### src/hdl/shunt_amp_defs.svh
`ifndef SHUNT_AMP_DEFS_SVH
`define SHUNT_AMP_DEFS_SVH
// register offsets (byte addresses)
`define REG_CTRL 8'h00
`define REG_CAL 8'h04
`define REG_STATUS 8'h08
`define REG_DEGLITCH 8'h0c
// control field positions
`define CTRL_GAIN_LSB 0
`define CTRL_REF_HALF_OFF 2
`define CTRL_LOW_SIDE_REF_SELECT 3
`define CTRL_DS_SENSE 4
`define CTRL_TRIP_LSB 8
`define CTRL_FAULT_MODE_LSB 13
// reset values
`define CTRL_RESET 32'h0000_0000
`define DEGLITCH_RESET 16'h00fa
// gain code forced during calibration: 40 V/V
`define GAIN_CAL_CODE 2'h3
// timing
`define CLK_MHZ 250
`define TRIM_TIME_US 100
`define TRIM_CYCLES (`TRIM_TIME_US * `CLK_MHZ)
`define IN_DEGLITCH_CYCLES 4
`endif

### src/hdl/shunt_amp_pkg.sv
package shunt_amp_pkg;
  typedef enum logic [1:0] {
    CAL_IDLE = 2'b00,
    CAL_TRIM = 2'b01,
    CAL_HOLD = 2'b10
  } cal_state_t;
  typedef enum logic [1:0] {
    GAIN_5 = 2'b00,
    GAIN_10 = 2'b01,
    GAIN_20 = 2'b10,
    GAIN_40 = 2'b11
  } gain_t;
endpackage : shunt_amp_pkg
### src/hdl/shunt_amp_cal_and_vds_monitor_ctrl.sv
// Operation
// RULE1: flag overcurrent after continuous trip beyond deglitch
// RULE2: programmable trip level selects comparator threshold
// RULE3: deglitch logic inputs against short noise
// RULE4: low-side reference picks positive or negative shunt
// RULE5: four gain levels 5/10/20/40
// RULE6: reference-halving off gives unidirectional amplifiers
// RULE7: calibration shorts inputs, disconnects load, forces 40
// RULE8: automatic trim completes in fixed 100 us
// RULE9: after trim keep short, disconnect, gain while requested
// RULE10: request low ends calibration, gain restored
// RULE11: any calibration forces shared reference bidirectional
// RULE12: controller calibrates while transistors are idle
// RULE13: drain-source sense routes positive input to switch node
// RULE14: drain-source sense forces negative shunt reference
// RULE15: sense mode enables at window end, shorts when off
// RULE16: per-channel request, state and trim counter
`timescale 1ns/100ps
`default_nettype none
`include "shunt_amp_defs.svh"
module shunt_amp_cal_and_vds_monitor_ctrl
  import shunt_amp_pkg::*;
#(
  parameter int CHANNELS = 3,
  parameter int TRIM_CYCLES = `TRIM_CYCLES,
  parameter int IN_DEGLITCH = `IN_DEGLITCH_CYCLES
) (
  // clock and reset
  input wire logic clk,
  input wire logic rstn,
  // wishbone slave
  input wire logic wb_cyc_i,
  input wire logic wb_stb_i,
  input wire logic wb_we_i,
  input wire logic [7:0] wb_adr_i,
  input wire logic [3:0] wb_sel_i,
  input wire logic [31:0] wb_dat_i,
  output logic [31:0] wb_dat_o,
  output logic wb_ack_o,
  // pins from outside
  input wire logic cal_pin,
  input wire logic [CHANNELS-1:0] low_side_off_cmd,
  input wire logic [CHANNELS-1:0] gate_drive_window,
  input wire logic [2*CHANNELS-1:0] vds_over_trip,
  // analog controls, fault flag and overcurrent outputs
  output logic [4:0] drain_source_trip_level,
  output logic [1:0] amp_gain,
  output logic ref_bidirectional,
  output logic [CHANNELS-1:0] low_side_ref_select_neg,
  output logic [CHANNELS-1:0] amp_inputs_shorted,
  output logic [CHANNELS-1:0] amp_load_disconnect,
  output logic [CHANNELS-1:0] amp_trim_run,
  output logic [CHANNELS-1:0] amp_enable,
  output logic [CHANNELS-1:0] pos_to_switch_node,
  output logic fault_flag_n,
  output logic [2*CHANNELS-1:0] overcurrent
);
  initial begin
    if (CHANNELS < 1 || CHANNELS > 8) $error("CHANNELS out of range");
    if (TRIM_CYCLES < 2 || IN_DEGLITCH < 1) $error("timing count too small");
  end

  localparam int CW = $clog2(TRIM_CYCLES + 1);
  localparam int NM = 2 * CHANNELS;

  // reset release through two flops
  logic [1:0] rst_sync;
  logic rst_n;
  always_ff @(posedge clk or negedge rstn) begin
    if (!rstn) rst_sync <= 2'b00;
    else rst_sync <= {rst_sync[0], 1'b1};
  end
  assign rst_n = rst_sync[1];

  // pin synchronisers: pins, gate window, comparators
  localparam int NP = 1 + 2 * CHANNELS + NM;
  logic [NP-1:0] pin_meta, pin_sync;
  always_ff @(posedge clk or negedge rst_n) begin
    if (!rst_n) begin
      pin_meta <= '0;
      pin_sync <= '0;
    end else begin
      pin_meta <= {vds_over_trip, gate_drive_window, low_side_off_cmd, cal_pin};
      pin_sync <= pin_meta;
    end
  end

  // input deglitch: a level must hold IN_DEGLITCH cycles to pass
  localparam int NL = 1 + 2 * CHANNELS;
  localparam int DW = $clog2(IN_DEGLITCH + 1);
  logic [NL-1:0] clean;
  logic [DW-1:0] dg_cnt [NL];
  always_ff @(posedge clk or negedge rst_n) begin
    if (!rst_n) begin
      clean <= '0;
      for (int i = 0; i < NL; i++) dg_cnt[i] <= '0;
    end else begin
      for (int i = 0; i < NL; i++) begin
        if (pin_sync[i] == clean[i]) dg_cnt[i] <= '0;
        else if (dg_cnt[i] == DW'(IN_DEGLITCH - 1)) begin
          clean[i] <= pin_sync[i]; // RULE3
          dg_cnt[i] <= '0;
        end else dg_cnt[i] <= dg_cnt[i] + 1'b1;
      end
    end
  end
  logic cal_pin_clean;
  logic [CHANNELS-1:0] ls_off, drive_win;
  logic [NM-1:0] trip;
  assign cal_pin_clean = clean[0];
  assign ls_off = clean[CHANNELS:1];
  assign drive_win = clean[2*CHANNELS:CHANNELS+1];
  assign trip = pin_sync[NP-1:NL];

  // registers
  logic [31:0] ctrl;
  logic [CHANNELS-1:0] cal_reg;
  logic [15:0] deglitch_cycles;
  logic [NM-1:0] oc_sticky;
  logic bus_req, wr_en;
  assign bus_req = wb_cyc_i && wb_stb_i && !wb_ack_o;
  // a write lands on the edge at which the master sees ack high, not a cycle before
  assign wr_en = wb_cyc_i && wb_stb_i && wb_we_i && wb_ack_o;

  // register writes with byte enables; overcurrent cleared by write-one
  logic [NM-1:0] oc_event;
  always_ff @(posedge clk or negedge rst_n) begin
    if (!rst_n) begin
      ctrl <= `CTRL_RESET;
      cal_reg <= '0;
      deglitch_cycles <= `DEGLITCH_RESET;
      oc_sticky <= '0;
    end else begin
      if (wr_en && wb_adr_i == `REG_CTRL) begin
        for (int b = 0; b < 4; b++) if (wb_sel_i[b]) ctrl[8*b +: 8] <= wb_dat_i[8*b +: 8];
      end else if (wr_en && wb_adr_i == `REG_CAL && wb_sel_i[0]) begin
        cal_reg <= wb_dat_i[CHANNELS-1:0];
      end else if (wr_en && wb_adr_i == `REG_DEGLITCH) begin
        if (wb_sel_i[0]) deglitch_cycles[7:0] <= wb_dat_i[7:0];
        if (wb_sel_i[1]) deglitch_cycles[15:8] <= wb_dat_i[15:8];
      end
      // set wins over clear
      if (wr_en && wb_adr_i == `REG_STATUS && wb_sel_i[0])
        oc_sticky <= (oc_sticky & ~wb_dat_i[NM-1:0]) | oc_event;
      else oc_sticky <= oc_sticky | oc_event;
    end
  end

  // read mux and single-cycle ack
  logic [CHANNELS-1:0] cal_active, trim_done;
  always_ff @(posedge clk or negedge rst_n) begin
    if (!rst_n) begin
      wb_ack_o <= 1'b0;
      wb_dat_o <= '0;
    end else begin
      wb_ack_o <= bus_req;
      if (bus_req && !wb_we_i) begin
        if (wb_adr_i == `REG_CTRL) wb_dat_o <= ctrl;
        else if (wb_adr_i == `REG_CAL) wb_dat_o <= 32'({trim_done, cal_active, cal_reg});
        else if (wb_adr_i == `REG_STATUS) wb_dat_o <= 32'({amp_gain, oc_sticky});
        else if (wb_adr_i == `REG_DEGLITCH) wb_dat_o <= 32'(deglitch_cycles);
        else wb_dat_o <= '0;
      end
    end
  end

  // overcurrent deglitch: trip must stay high beyond the programmed count
  logic [15:0] oc_cnt [NM];
  always_ff @(posedge clk or negedge rst_n) begin
    if (!rst_n) begin
      overcurrent <= '0;
      for (int i = 0; i < NM; i++) oc_cnt[i] <= '0;
    end else begin
      for (int i = 0; i < NM; i++) begin
        if (!trip[i]) begin
          oc_cnt[i] <= '0;
          overcurrent[i] <= 1'b0;
        end else if (oc_cnt[i] != deglitch_cycles) oc_cnt[i] <= oc_cnt[i] + 1'b1;
        else overcurrent[i] <= 1'b1; // RULE1
      end
    end
  end
  logic [NM-1:0] oc_prev;
  always_ff @(posedge clk or negedge rst_n) begin
    if (!rst_n) oc_prev <= '0;
    else oc_prev <= overcurrent;
  end
  assign oc_event = overcurrent & ~oc_prev;

  // fault mode: 0 latch sticky, 1 report live, 2 and 3 report only in status
  logic [1:0] fault_mode;
  assign fault_mode = ctrl[`CTRL_FAULT_MODE_LSB +: 2];
  always_ff @(posedge clk or negedge rst_n) begin
    if (!rst_n) fault_flag_n <= 1'b1;
    else if (fault_mode == 2'h0) fault_flag_n <= ~|oc_sticky; // RULE1
    else if (fault_mode == 2'h1) fault_flag_n <= ~|overcurrent;
    else fault_flag_n <= 1'b1;
  end

  // per-channel calibration machines
  logic [CHANNELS-1:0] cal_req;
  assign cal_req = cal_reg | {CHANNELS{cal_pin_clean}}; // RULE7
  cal_state_t cal_st [CHANNELS];
  logic [CW-1:0] trim_cnt [CHANNELS];
  always_ff @(posedge clk or negedge rst_n) begin
    if (!rst_n) begin
      for (int c = 0; c < CHANNELS; c++) begin
        cal_st[c] <= CAL_IDLE;
        trim_cnt[c] <= '0;
      end
    end else begin
      for (int c = 0; c < CHANNELS; c++) begin
        case (cal_st[c])
          CAL_IDLE: begin
            trim_cnt[c] <= '0;
            if (cal_req[c]) cal_st[c] <= CAL_TRIM; // RULE16
          end
          CAL_TRIM: begin
            if (!cal_req[c]) cal_st[c] <= CAL_IDLE; // RULE10
            else if (trim_cnt[c] == CW'(TRIM_CYCLES - 1)) cal_st[c] <= CAL_HOLD; // RULE8
            else trim_cnt[c] <= trim_cnt[c] + 1'b1;
          end
          CAL_HOLD: begin
            if (!cal_req[c]) cal_st[c] <= CAL_IDLE; // RULE9 RULE10
          end
          default: cal_st[c] <= CAL_IDLE;
        endcase
      end
    end
  end

  // analog controls from calibration and sense mode
  logic any_cal, ds_sense;
  assign ds_sense = ctrl[`CTRL_DS_SENSE];
  assign any_cal = |cal_active;
  always_comb begin
    for (int c = 0; c < CHANNELS; c++) begin
      cal_active[c] = cal_st[c] != CAL_IDLE;
      trim_done[c] = cal_st[c] == CAL_HOLD;
    end
  end
  always_ff @(posedge clk or negedge rst_n) begin
    if (!rst_n) begin
      drain_source_trip_level <= '0;
      amp_gain <= GAIN_5;
      ref_bidirectional <= 1'b1;
      low_side_ref_select_neg <= '0;
      amp_inputs_shorted <= '0;
      amp_load_disconnect <= '0;
      amp_trim_run <= '0;
      amp_enable <= '0;
      pos_to_switch_node <= '0;
    end else begin
      drain_source_trip_level <= ctrl[`CTRL_TRIP_LSB +: 5]; // RULE2
      // gain forced while any channel calibrates; configured value returns
      amp_gain <= any_cal ? `GAIN_CAL_CODE : ctrl[`CTRL_GAIN_LSB +: 2]; // RULE5 RULE7 RULE10
      ref_bidirectional <= !ctrl[`CTRL_REF_HALF_OFF] || any_cal; // RULE6 RULE11
      for (int c = 0; c < CHANNELS; c++) begin
        low_side_ref_select_neg[c] <= ds_sense || ctrl[`CTRL_LOW_SIDE_REF_SELECT]; // RULE4 RULE14
        amp_inputs_shorted[c] <= cal_active[c] || (ds_sense && ls_off[c]); // RULE7 RULE9 RULE15
        amp_load_disconnect[c] <= cal_active[c]; // RULE7 RULE9
        amp_trim_run[c] <= cal_st[c] == CAL_TRIM; // RULE8
        pos_to_switch_node[c] <= ds_sense; // RULE13
        // in sense mode the amplifier waits for the drive window to end
        amp_enable[c] <= !ds_sense || (!drive_win[c] && !ls_off[c]); // RULE15
      end
    end
  end

  // independent count of cycles spent trimming on channel 0
  logic [CW-1:0] trim_seen;
  always_ff @(posedge clk or negedge rst_n) begin
    if (!rst_n) trim_seen <= '0;
    else if (cal_st[0] == CAL_TRIM) trim_seen <= trim_seen + 1'b1;
    else trim_seen <= '0;
  end
endmodule : shunt_amp_cal_and_vds_monitor_ctrl
`default_nettype wire

### config.mk
export PLATFORM = sky130hd
export DESIGN_NAME = shunt_amp_cal_and_vds_monitor_ctrl
export DESIGN_NICKNAME = d
export VERILOG_FILES = /design/src/hdl/shunt_amp_pkg.sv /design/src/hdl/shunt_amp_cal_and_vds_monitor_ctrl.sv
export VERILOG_INCLUDE_DIRS = /design/src /design/src/hdl
export SDC_FILE = /design/constraint.sdc
export NUM_CORES = 1
export LEC_CHECK = 0
export ABC_AREA = 1
export BUFFER_PORTS_ARGS = -buffer_cell sky130_fd_sc_hd__buf_4
export CAP_MARGIN = 25
export CORE_MARGIN = 4
export CORE_UTILIZATION = 39
export DETAILED_ROUTE_END_ITERATION = 10
export HOLD_SLACK_MARGIN = 0.08
export SYNTH_ARGS = -nofsm -noshare
export SYNTH_HDL_FRONTEND = slang
export SYNTH_SLANG_ARGS = --single-unit
export TNS_END_PERCENT = 20
### constraint.sdc
create_clock -name clk -period 17.8 [get_ports clk]
set_input_delay 1.78 -clock clk [delete_from_list [all_inputs] [get_ports clk]]
set_output_delay 1.78 -clock clk [all_outputs]
set_load 0.005 [all_outputs]
==> impl_metrics.tcl, run 1 <==
set metrics [dict create \
    min_period_ns 3.18 \
    worstPathRequired_ns 18.21 \
    vias_per_cell 5.08 \
    area.growth.synth_to_final_pct 15.3 \
    multi_input_area_sq_mm 0.00861 \
    ctsHoldBuffers 0 \
    clock-sinks 328 \
    gp_congestion 0.892 \
    slew_viol_final 0 \
    yosysTopAreaCellShare_pct 43.9 \
    top_register "oc_cnt" \
    post_synth_instance_area_sq_mm 0.0182 \
    hp-class "register to register" \
    syn_nets 2620 \
    cts_tree "done" \
    cts_setup_buffers 0 \
    detailroute.via_count 16600 \
    grt_pass1_vias 16000 \
    die_area_sq_mm 0.0503 \
    timing.hold.ws_ns 0.342 \
    rows 78 \
    wire_per_inst_um 16.2 \
    numCtsBuffers 40 \
    yosys.area.top_type "dfrtp_1" \
    start_util_pct 39.9 \
    worstPathArrival_ns 3.60 \
    power_density_mw_per_mm2 90.9 \
    layout.nets 2720 \
    top_regs "oc_cnt x96, trim_cnt x45" \
    ir_drop_uv 115 \
    synthTopCellsByArea "dfrtp_1, nand2_1, nor2_1" \
    hold_viol 0 \
    synthDistinctLibCells 41 \
    io-pin-count 128 \
    grt_antenna_before_repair 1 \
    status "completed" \
    path_clk_slew_ns 0.06 \
    critPathKind "input pin to register" \
    setup_viol 0 \
    grt_usage_pct 20.9 \
    critPathLaunchType "input pin" \
    cts.path.max_buffers 3 \
    port_buffers 127 \
    synth.avg_cell_area_sq_um 7.18 \
    fin_skew_ns 0.0231 \
    seq_area_sq_mm 0.00822 \
    rsz0062_at_grt "no" \
    die_h_um 224 \
    grt_pass1_wl_um 85800 \
    drive_gt1_share_pct 10.0 \
    overflow 0 \
    h-tree-depth 2 \
    grt_max_degree 78 \
    clockRootBuffer "clkbuf_16" \
    fin_crit_sh_pct 17.9 \
    fmax_mhz 314 \
    clock_latency_ns 0.56 \
    postRouteAntennaNets 0 \
    place_hpwl_um 35900 \
    max_slew_margin_pct 31.2 \
    crit_fanout 27 \
    maxCapViolCount 0 \
    largest_reg_flops 96 \
    endpoint_kind "register" \
    synthCells 2542 \
    fin_setup_tns_ns 0 \
    first_pass_iters 6 \
    synth-seq-cells 328 \
    core_area_sq_mm 0.0458 \
    drc 0 \
    routed_wl_um 53100 \
    worst_slew_pin_slew_ns 1.03 \
    seq_area_frac_synth_pct 45.0 \
    die_width_um 224 \
    n_fill_cell 4566 \
    leakagePower_nw 10.4 \
    cts-resized-gates 0 \
    first_iter_violations 1408 \
    ys_warn_count 0 \
]
==> metrics by stage <==
stage	cell area [sq um]	util [%]	worst slack [ns]	std cells	power, mW
after floorplan	18200	-	8.00	2542	0.990
after global placement	19600	42.8	14.13	3196	1.07
after detailed placement	19600	42.9	14.05	3198	1.09
after CTS	21000	45.8	14.65	3271	1.94
after global routing	21000	46.0	14.43	3274	2.01
final	21000	46.0	14.62	3274	1.91
==> cell families after synthesis <==
group / after synthesis / synth area share, %
buffers and inverters: 349 / 7.80
DFF: 328 / 45.0
AOI/OAI and AO/OA: 112 / 3.33
xor gates and xnor gates: 85 / 4.08
muxes: 7 / 0.432
other: 1 / 0.0206
adders and majority gates: 16 / 1.10
and+or+nand+nor: 1644 / 38.2
==> Yosys cell counts <==
cell type / number
nand2_1: 951
dfrtp_1: 320
nor2_1: 298
inv_1: 254
nand3_1: 200
nand4_1: 135
xor2_1: 72
o21ai_0: 57
o21ai_1: 32
clkbuf_1: 29
buf_2: 27
ha_1: 16
nor3_1: 14
xnor2_1: 13
buf_4: 12
nor2_2: 12
inv_2: 10
dfstp_2: 8
nand2_2: 8
o21bai_1: 8
mux2_2: 7
nor3b_1: 7
buf_1: 6
a21oi_1: 5
a21oi_2: 5
buf_6: 4
clkbuf_2: 4
nand3_2: 4
nand3b_1: 4
clkinv_1: 3
o22ai_1: 3
nor2_4: 2
nor3_2: 2
nor3_4: 2
o31ai_1: 2
and2_1: 1
conb_1: 1
nor3b_4: 1
nor4_1: 1
or2_0: 1
or2_2: 1
==> power by group <==
| group | switching (mW) | internal, mW | total, mW |
|---|---|---|---|
| sequential | 0.0462 | 0.797 | 0.843 |
| combinational | 0.144 | 0.0826 | 0.227 |
| clock | 0.330 | 0.511 | 0.841 |
| total | 0.520 | 1.39 | 1.91 |
==> layout make-up <==
cell class | instances | area share [%]
Multi-Input combinational cell | 1865 | 40.9
Clock buffer | 58 | 5.51
Sequential cell | 328 | 39.1
Clock inverter | 15 | 0.934
Antenna cell | 1 | 0.0119
Timing Repair Buffer | 140 | 5.19
Tap cell | 600 | 3.57
Inverter | 267 | 4.76
==> cells in the final DEF (no fill, tap or decap), types with 4 or more instances in the layout <==
cell type  count
o21bai_1       8
nor3b_1        7
nor2_1       298
nand4_1      135
nor2_2        12
a21oi_2        5
o21ai_1       32
xor2_1        72
dfstp_2        8
nand2_1      951
ha_1          16
buf_4        138
nand3_2        4
mux2_2         7
a21oi_1        5
nand2_2        8
nor3_1        13
clkbuf_1       9
dfrtp_1      319
clkinv_2       7
inv_1        254
clkbuf_8       9
inv_2         10
xnor2_1       13
nand3b_1       4
o21ai_0       57
nand3_1      200
bufinv_16      4
clkbuf_16     40
==> final timing paths <==
| check | start | to | slack, ns | cells past startpoint |
|---|---|---|---|---|
| hold / removal | pin_meta[12] | pin_sync[12] | 0.34 | 0 |
| setup reg to reg | deglitch_cycles[9] | oc_cnt[33] | 14.79 | 9 |
| max in group asynchronous | rst_sync[1] | oc_cnt[23] | 15.64 | 2 |
| setup / recovery | wb_adr_i[7] | deglitch_cycles[15] | 14.62 | 7 |
| min in group asynchronous | rst_sync[1] | trim_cnt[23] | 0.39 | 0 |
| hold reg to reg | pin_meta[12] | pin_sync[12] | 0.34 | 0 |
==> critical path: stages <==
cell and delay [ns]:
buf_4 0.11, nor2_1 0.09, nand3_1 0.22, clkinv_1 0.49, nand2_2 0.22, nor3b_4 0.50
o21ai_0 0.17
==> metal layers <==
layer / vias up / track usage, % / part of all wire, %
li1: 8223 / - / -
met1: 7844 / 28.3 / 44
met2: 440 / 34.3 / 46
met3: 110 / 3.39 / 5.8
met4: 0 / 7.63 / 3.9
met5: - / 0 / 0
Power figures use the tool's default switching activity.
==> run 2: changes to the inputs <==
==> constraint.sdc (replaced) <==
create_clock -name clk -period 2.8 [get_ports clk]
set_input_delay 0.28 -clock clk [delete_from_list [all_inputs] [get_ports clk]]
set_output_delay 0.28 -clock clk [all_outputs]
set_load 0.005 [all_outputs]
==> impl_metrics.tcl, run 2 (synthesized netlist as in run 1, its figures left out) <==
set metrics [dict create \
    hp-class "input pin to register" \
    clockRootBuffer "clkbuf_16" \
    crit_fanout 14 \
    maxCapViolCount 0 \
    top_regs "oc_cnt x96, trim_cnt x45" \
    cts-resized-gates 0 \
    start_util_pct 39.9 \
    path_clk_slew_ns 0.06 \
    dpl_worst_slack_ns 0.699 \
    h-tree-depth 2 \
    path_buf_inv 1 \
    seq_power_share_pct 43.1 \
    postRouteAntennaNets 0 \
    timing.hold.ws_ns 0.186 \
    dpl.cell_count 3228 \
    cts_setup_buffers 0 \
    switching_share_pct 26.5 \
    drive_gt1_share_pct 10.8 \
    rows 78 \
    die_width_um 224 \
    startpoint "deglitch_cycles[3]" \
    clock_latency_ns 0.56 \
    io-pin-count 128 \
    num_antenna_cells 0 \
    ctsHoldBuffers 49 \
    largest_reg_flops 96 \
    critPathKind "register to register" \
    setup_viol 0 \
    status "completed" \
    regToRegSetupSlack_ns 0.70 \
    die_area_sq_mm 0.0503 \
    share_clk_of_total_power_pct 44.7 \
    timing.rr.start "deglitch_cycles[3]" \
    port_buffers 127 \
    path_delay_family "simple AND/OR/NAND/NOR gates" \
    drc 0 \
    final_util_pct 47.6 \
    ir_drop_uv 469 \
    slew_viol_final 0 \
    grt_antenna_before_repair 1 \
    rsz0062_at_grt "no" \
    fin_crit_sh_pct 75.1 \
    final_cells 3347 \
    wire_per_inst_um 15.8 \
    cp_slowest_cell "dfstp_2" \
    core_area_sq_mm 0.0458 \
    layout.nets 2796 \
    combinationalPowerShare_pct 12.2 \
    worst_slew_pin_slew_ns 0.937 \
    hold_viol 0 \
    grt_pass1_vias 16000 \
    fmax_mhz 475 \
    overflow 0 \
    area.growth.synth_to_final_pct 19.4 \
    numCtsBuffers 39 \
    grt_usage_pct 20.9 \
    cts.path.max_buffers 3 \
    first_pass_iters 8 \
    die_h_um 224 \
    fin_skew_ns 0.0152 \
    detailroute.via_count 16800 \
    hold_path_startpoint "wb_sel_i[3]" \
    vias_per_cell 5.01 \
    worstPathRequired_ns 3.25 \
    worstPathArrival_ns 2.56 \
    first_iter_violations 1173 \
    endpoint_kind "register" \
    p_total_mw 12.4 \
    critPathLaunchType "register" \
    p_int_mw 9.11 \
    max_slew_margin_pct 37.5 \
    crit_chain "inv_1, nand2_1, nand2_1, nor2_1, nand2_1, nor2_4, nand2_2, nand3_1, nand2_1" \
    cp_slowest_stage_delay_ns 0.68 \
    leakagePower_nw 10.8 \
    layout_commonest_cell "nand2_1" \
    crit_top_cell "nand2_1" \
    final_cell_mix "nand2_1, dfrtp_1, nor2_1" \
    grt_pass1_wl_um 85600 \
    min_period_ns 2.10 \
    gp_congestion 0.905 \
    switchingPower_mw 3.28 \
    power_density_mw_per_mm2 569 \
    fin_ws_ns 0.697 \
    clock-sinks 328 \
    routed_wl_um 53000 \
    top_register "oc_cnt" \
    cts_tree "done" \
    grt_max_degree 100 \
    place_hpwl_um 37700 \
]
run 2: through the flow:
step / instance area, sq um / setup TNS (ns)
floorplan: 18300 / -141.70
global placement: 19900 / 0
detailed placement: 19900 / 0
CTS: 21800 / 0
global route: 21800 / 0
finish: 21800 / 0
run 2: per-layer routing:
layer  GRT usage [%]  routed length, um  vias up
met1            28.1              23200     7867
met5               0                  0        -
met3            3.41               3120       91
met4            6.42               1470        0
met2            34.9              25200      439
li1                -                  -     8385
run 2: path summary, 6_finish.rpt:
check	end	depth (start not counted)
max	oc_cnt[71]	9
min	ctrl[25]	3
max reg2reg	oc_cnt[71]	9
min reg2reg	oc_cnt[65]	0
max in group asynchronous	fault_flag_n	1
min in group asynchronous	oc_cnt[65]	0
run 2: power groups by stage:
stage / Combinational, mW / Sequential [mW] / Clock [mW]
4_1_cts: 1.53 / 5.34 / 5.73
2_1_floorplan: 0.886 / 5.40 / 0
5_1_grt: 1.71 / 5.39 / 5.92
3_3_place_gp: 1.43 / 5.41 / 0
3_5_place_dp: 1.47 / 5.43 / 0
6_report: 1.51 / 5.35 / 5.55
run 2: worst min-delay path, delay by kind of cell:
kind	cells	cell delay [ns]
AO/OA/AOI/OAI	1	0.08
buffers and inverters	1	0.11
AND/OR/NAND/NOR	1	0.23
run 2: layout make-up:
class	instances	area, sq um
Tap cell	600	751
Multi-Input combinational cell	1865	8610
Clock inverter	21	335
Fill cell	4555	24000
Inverter	267	1000
Timing Repair Buffer	217	1800
Clock buffer	49	1070
Sequential cell	328	8220
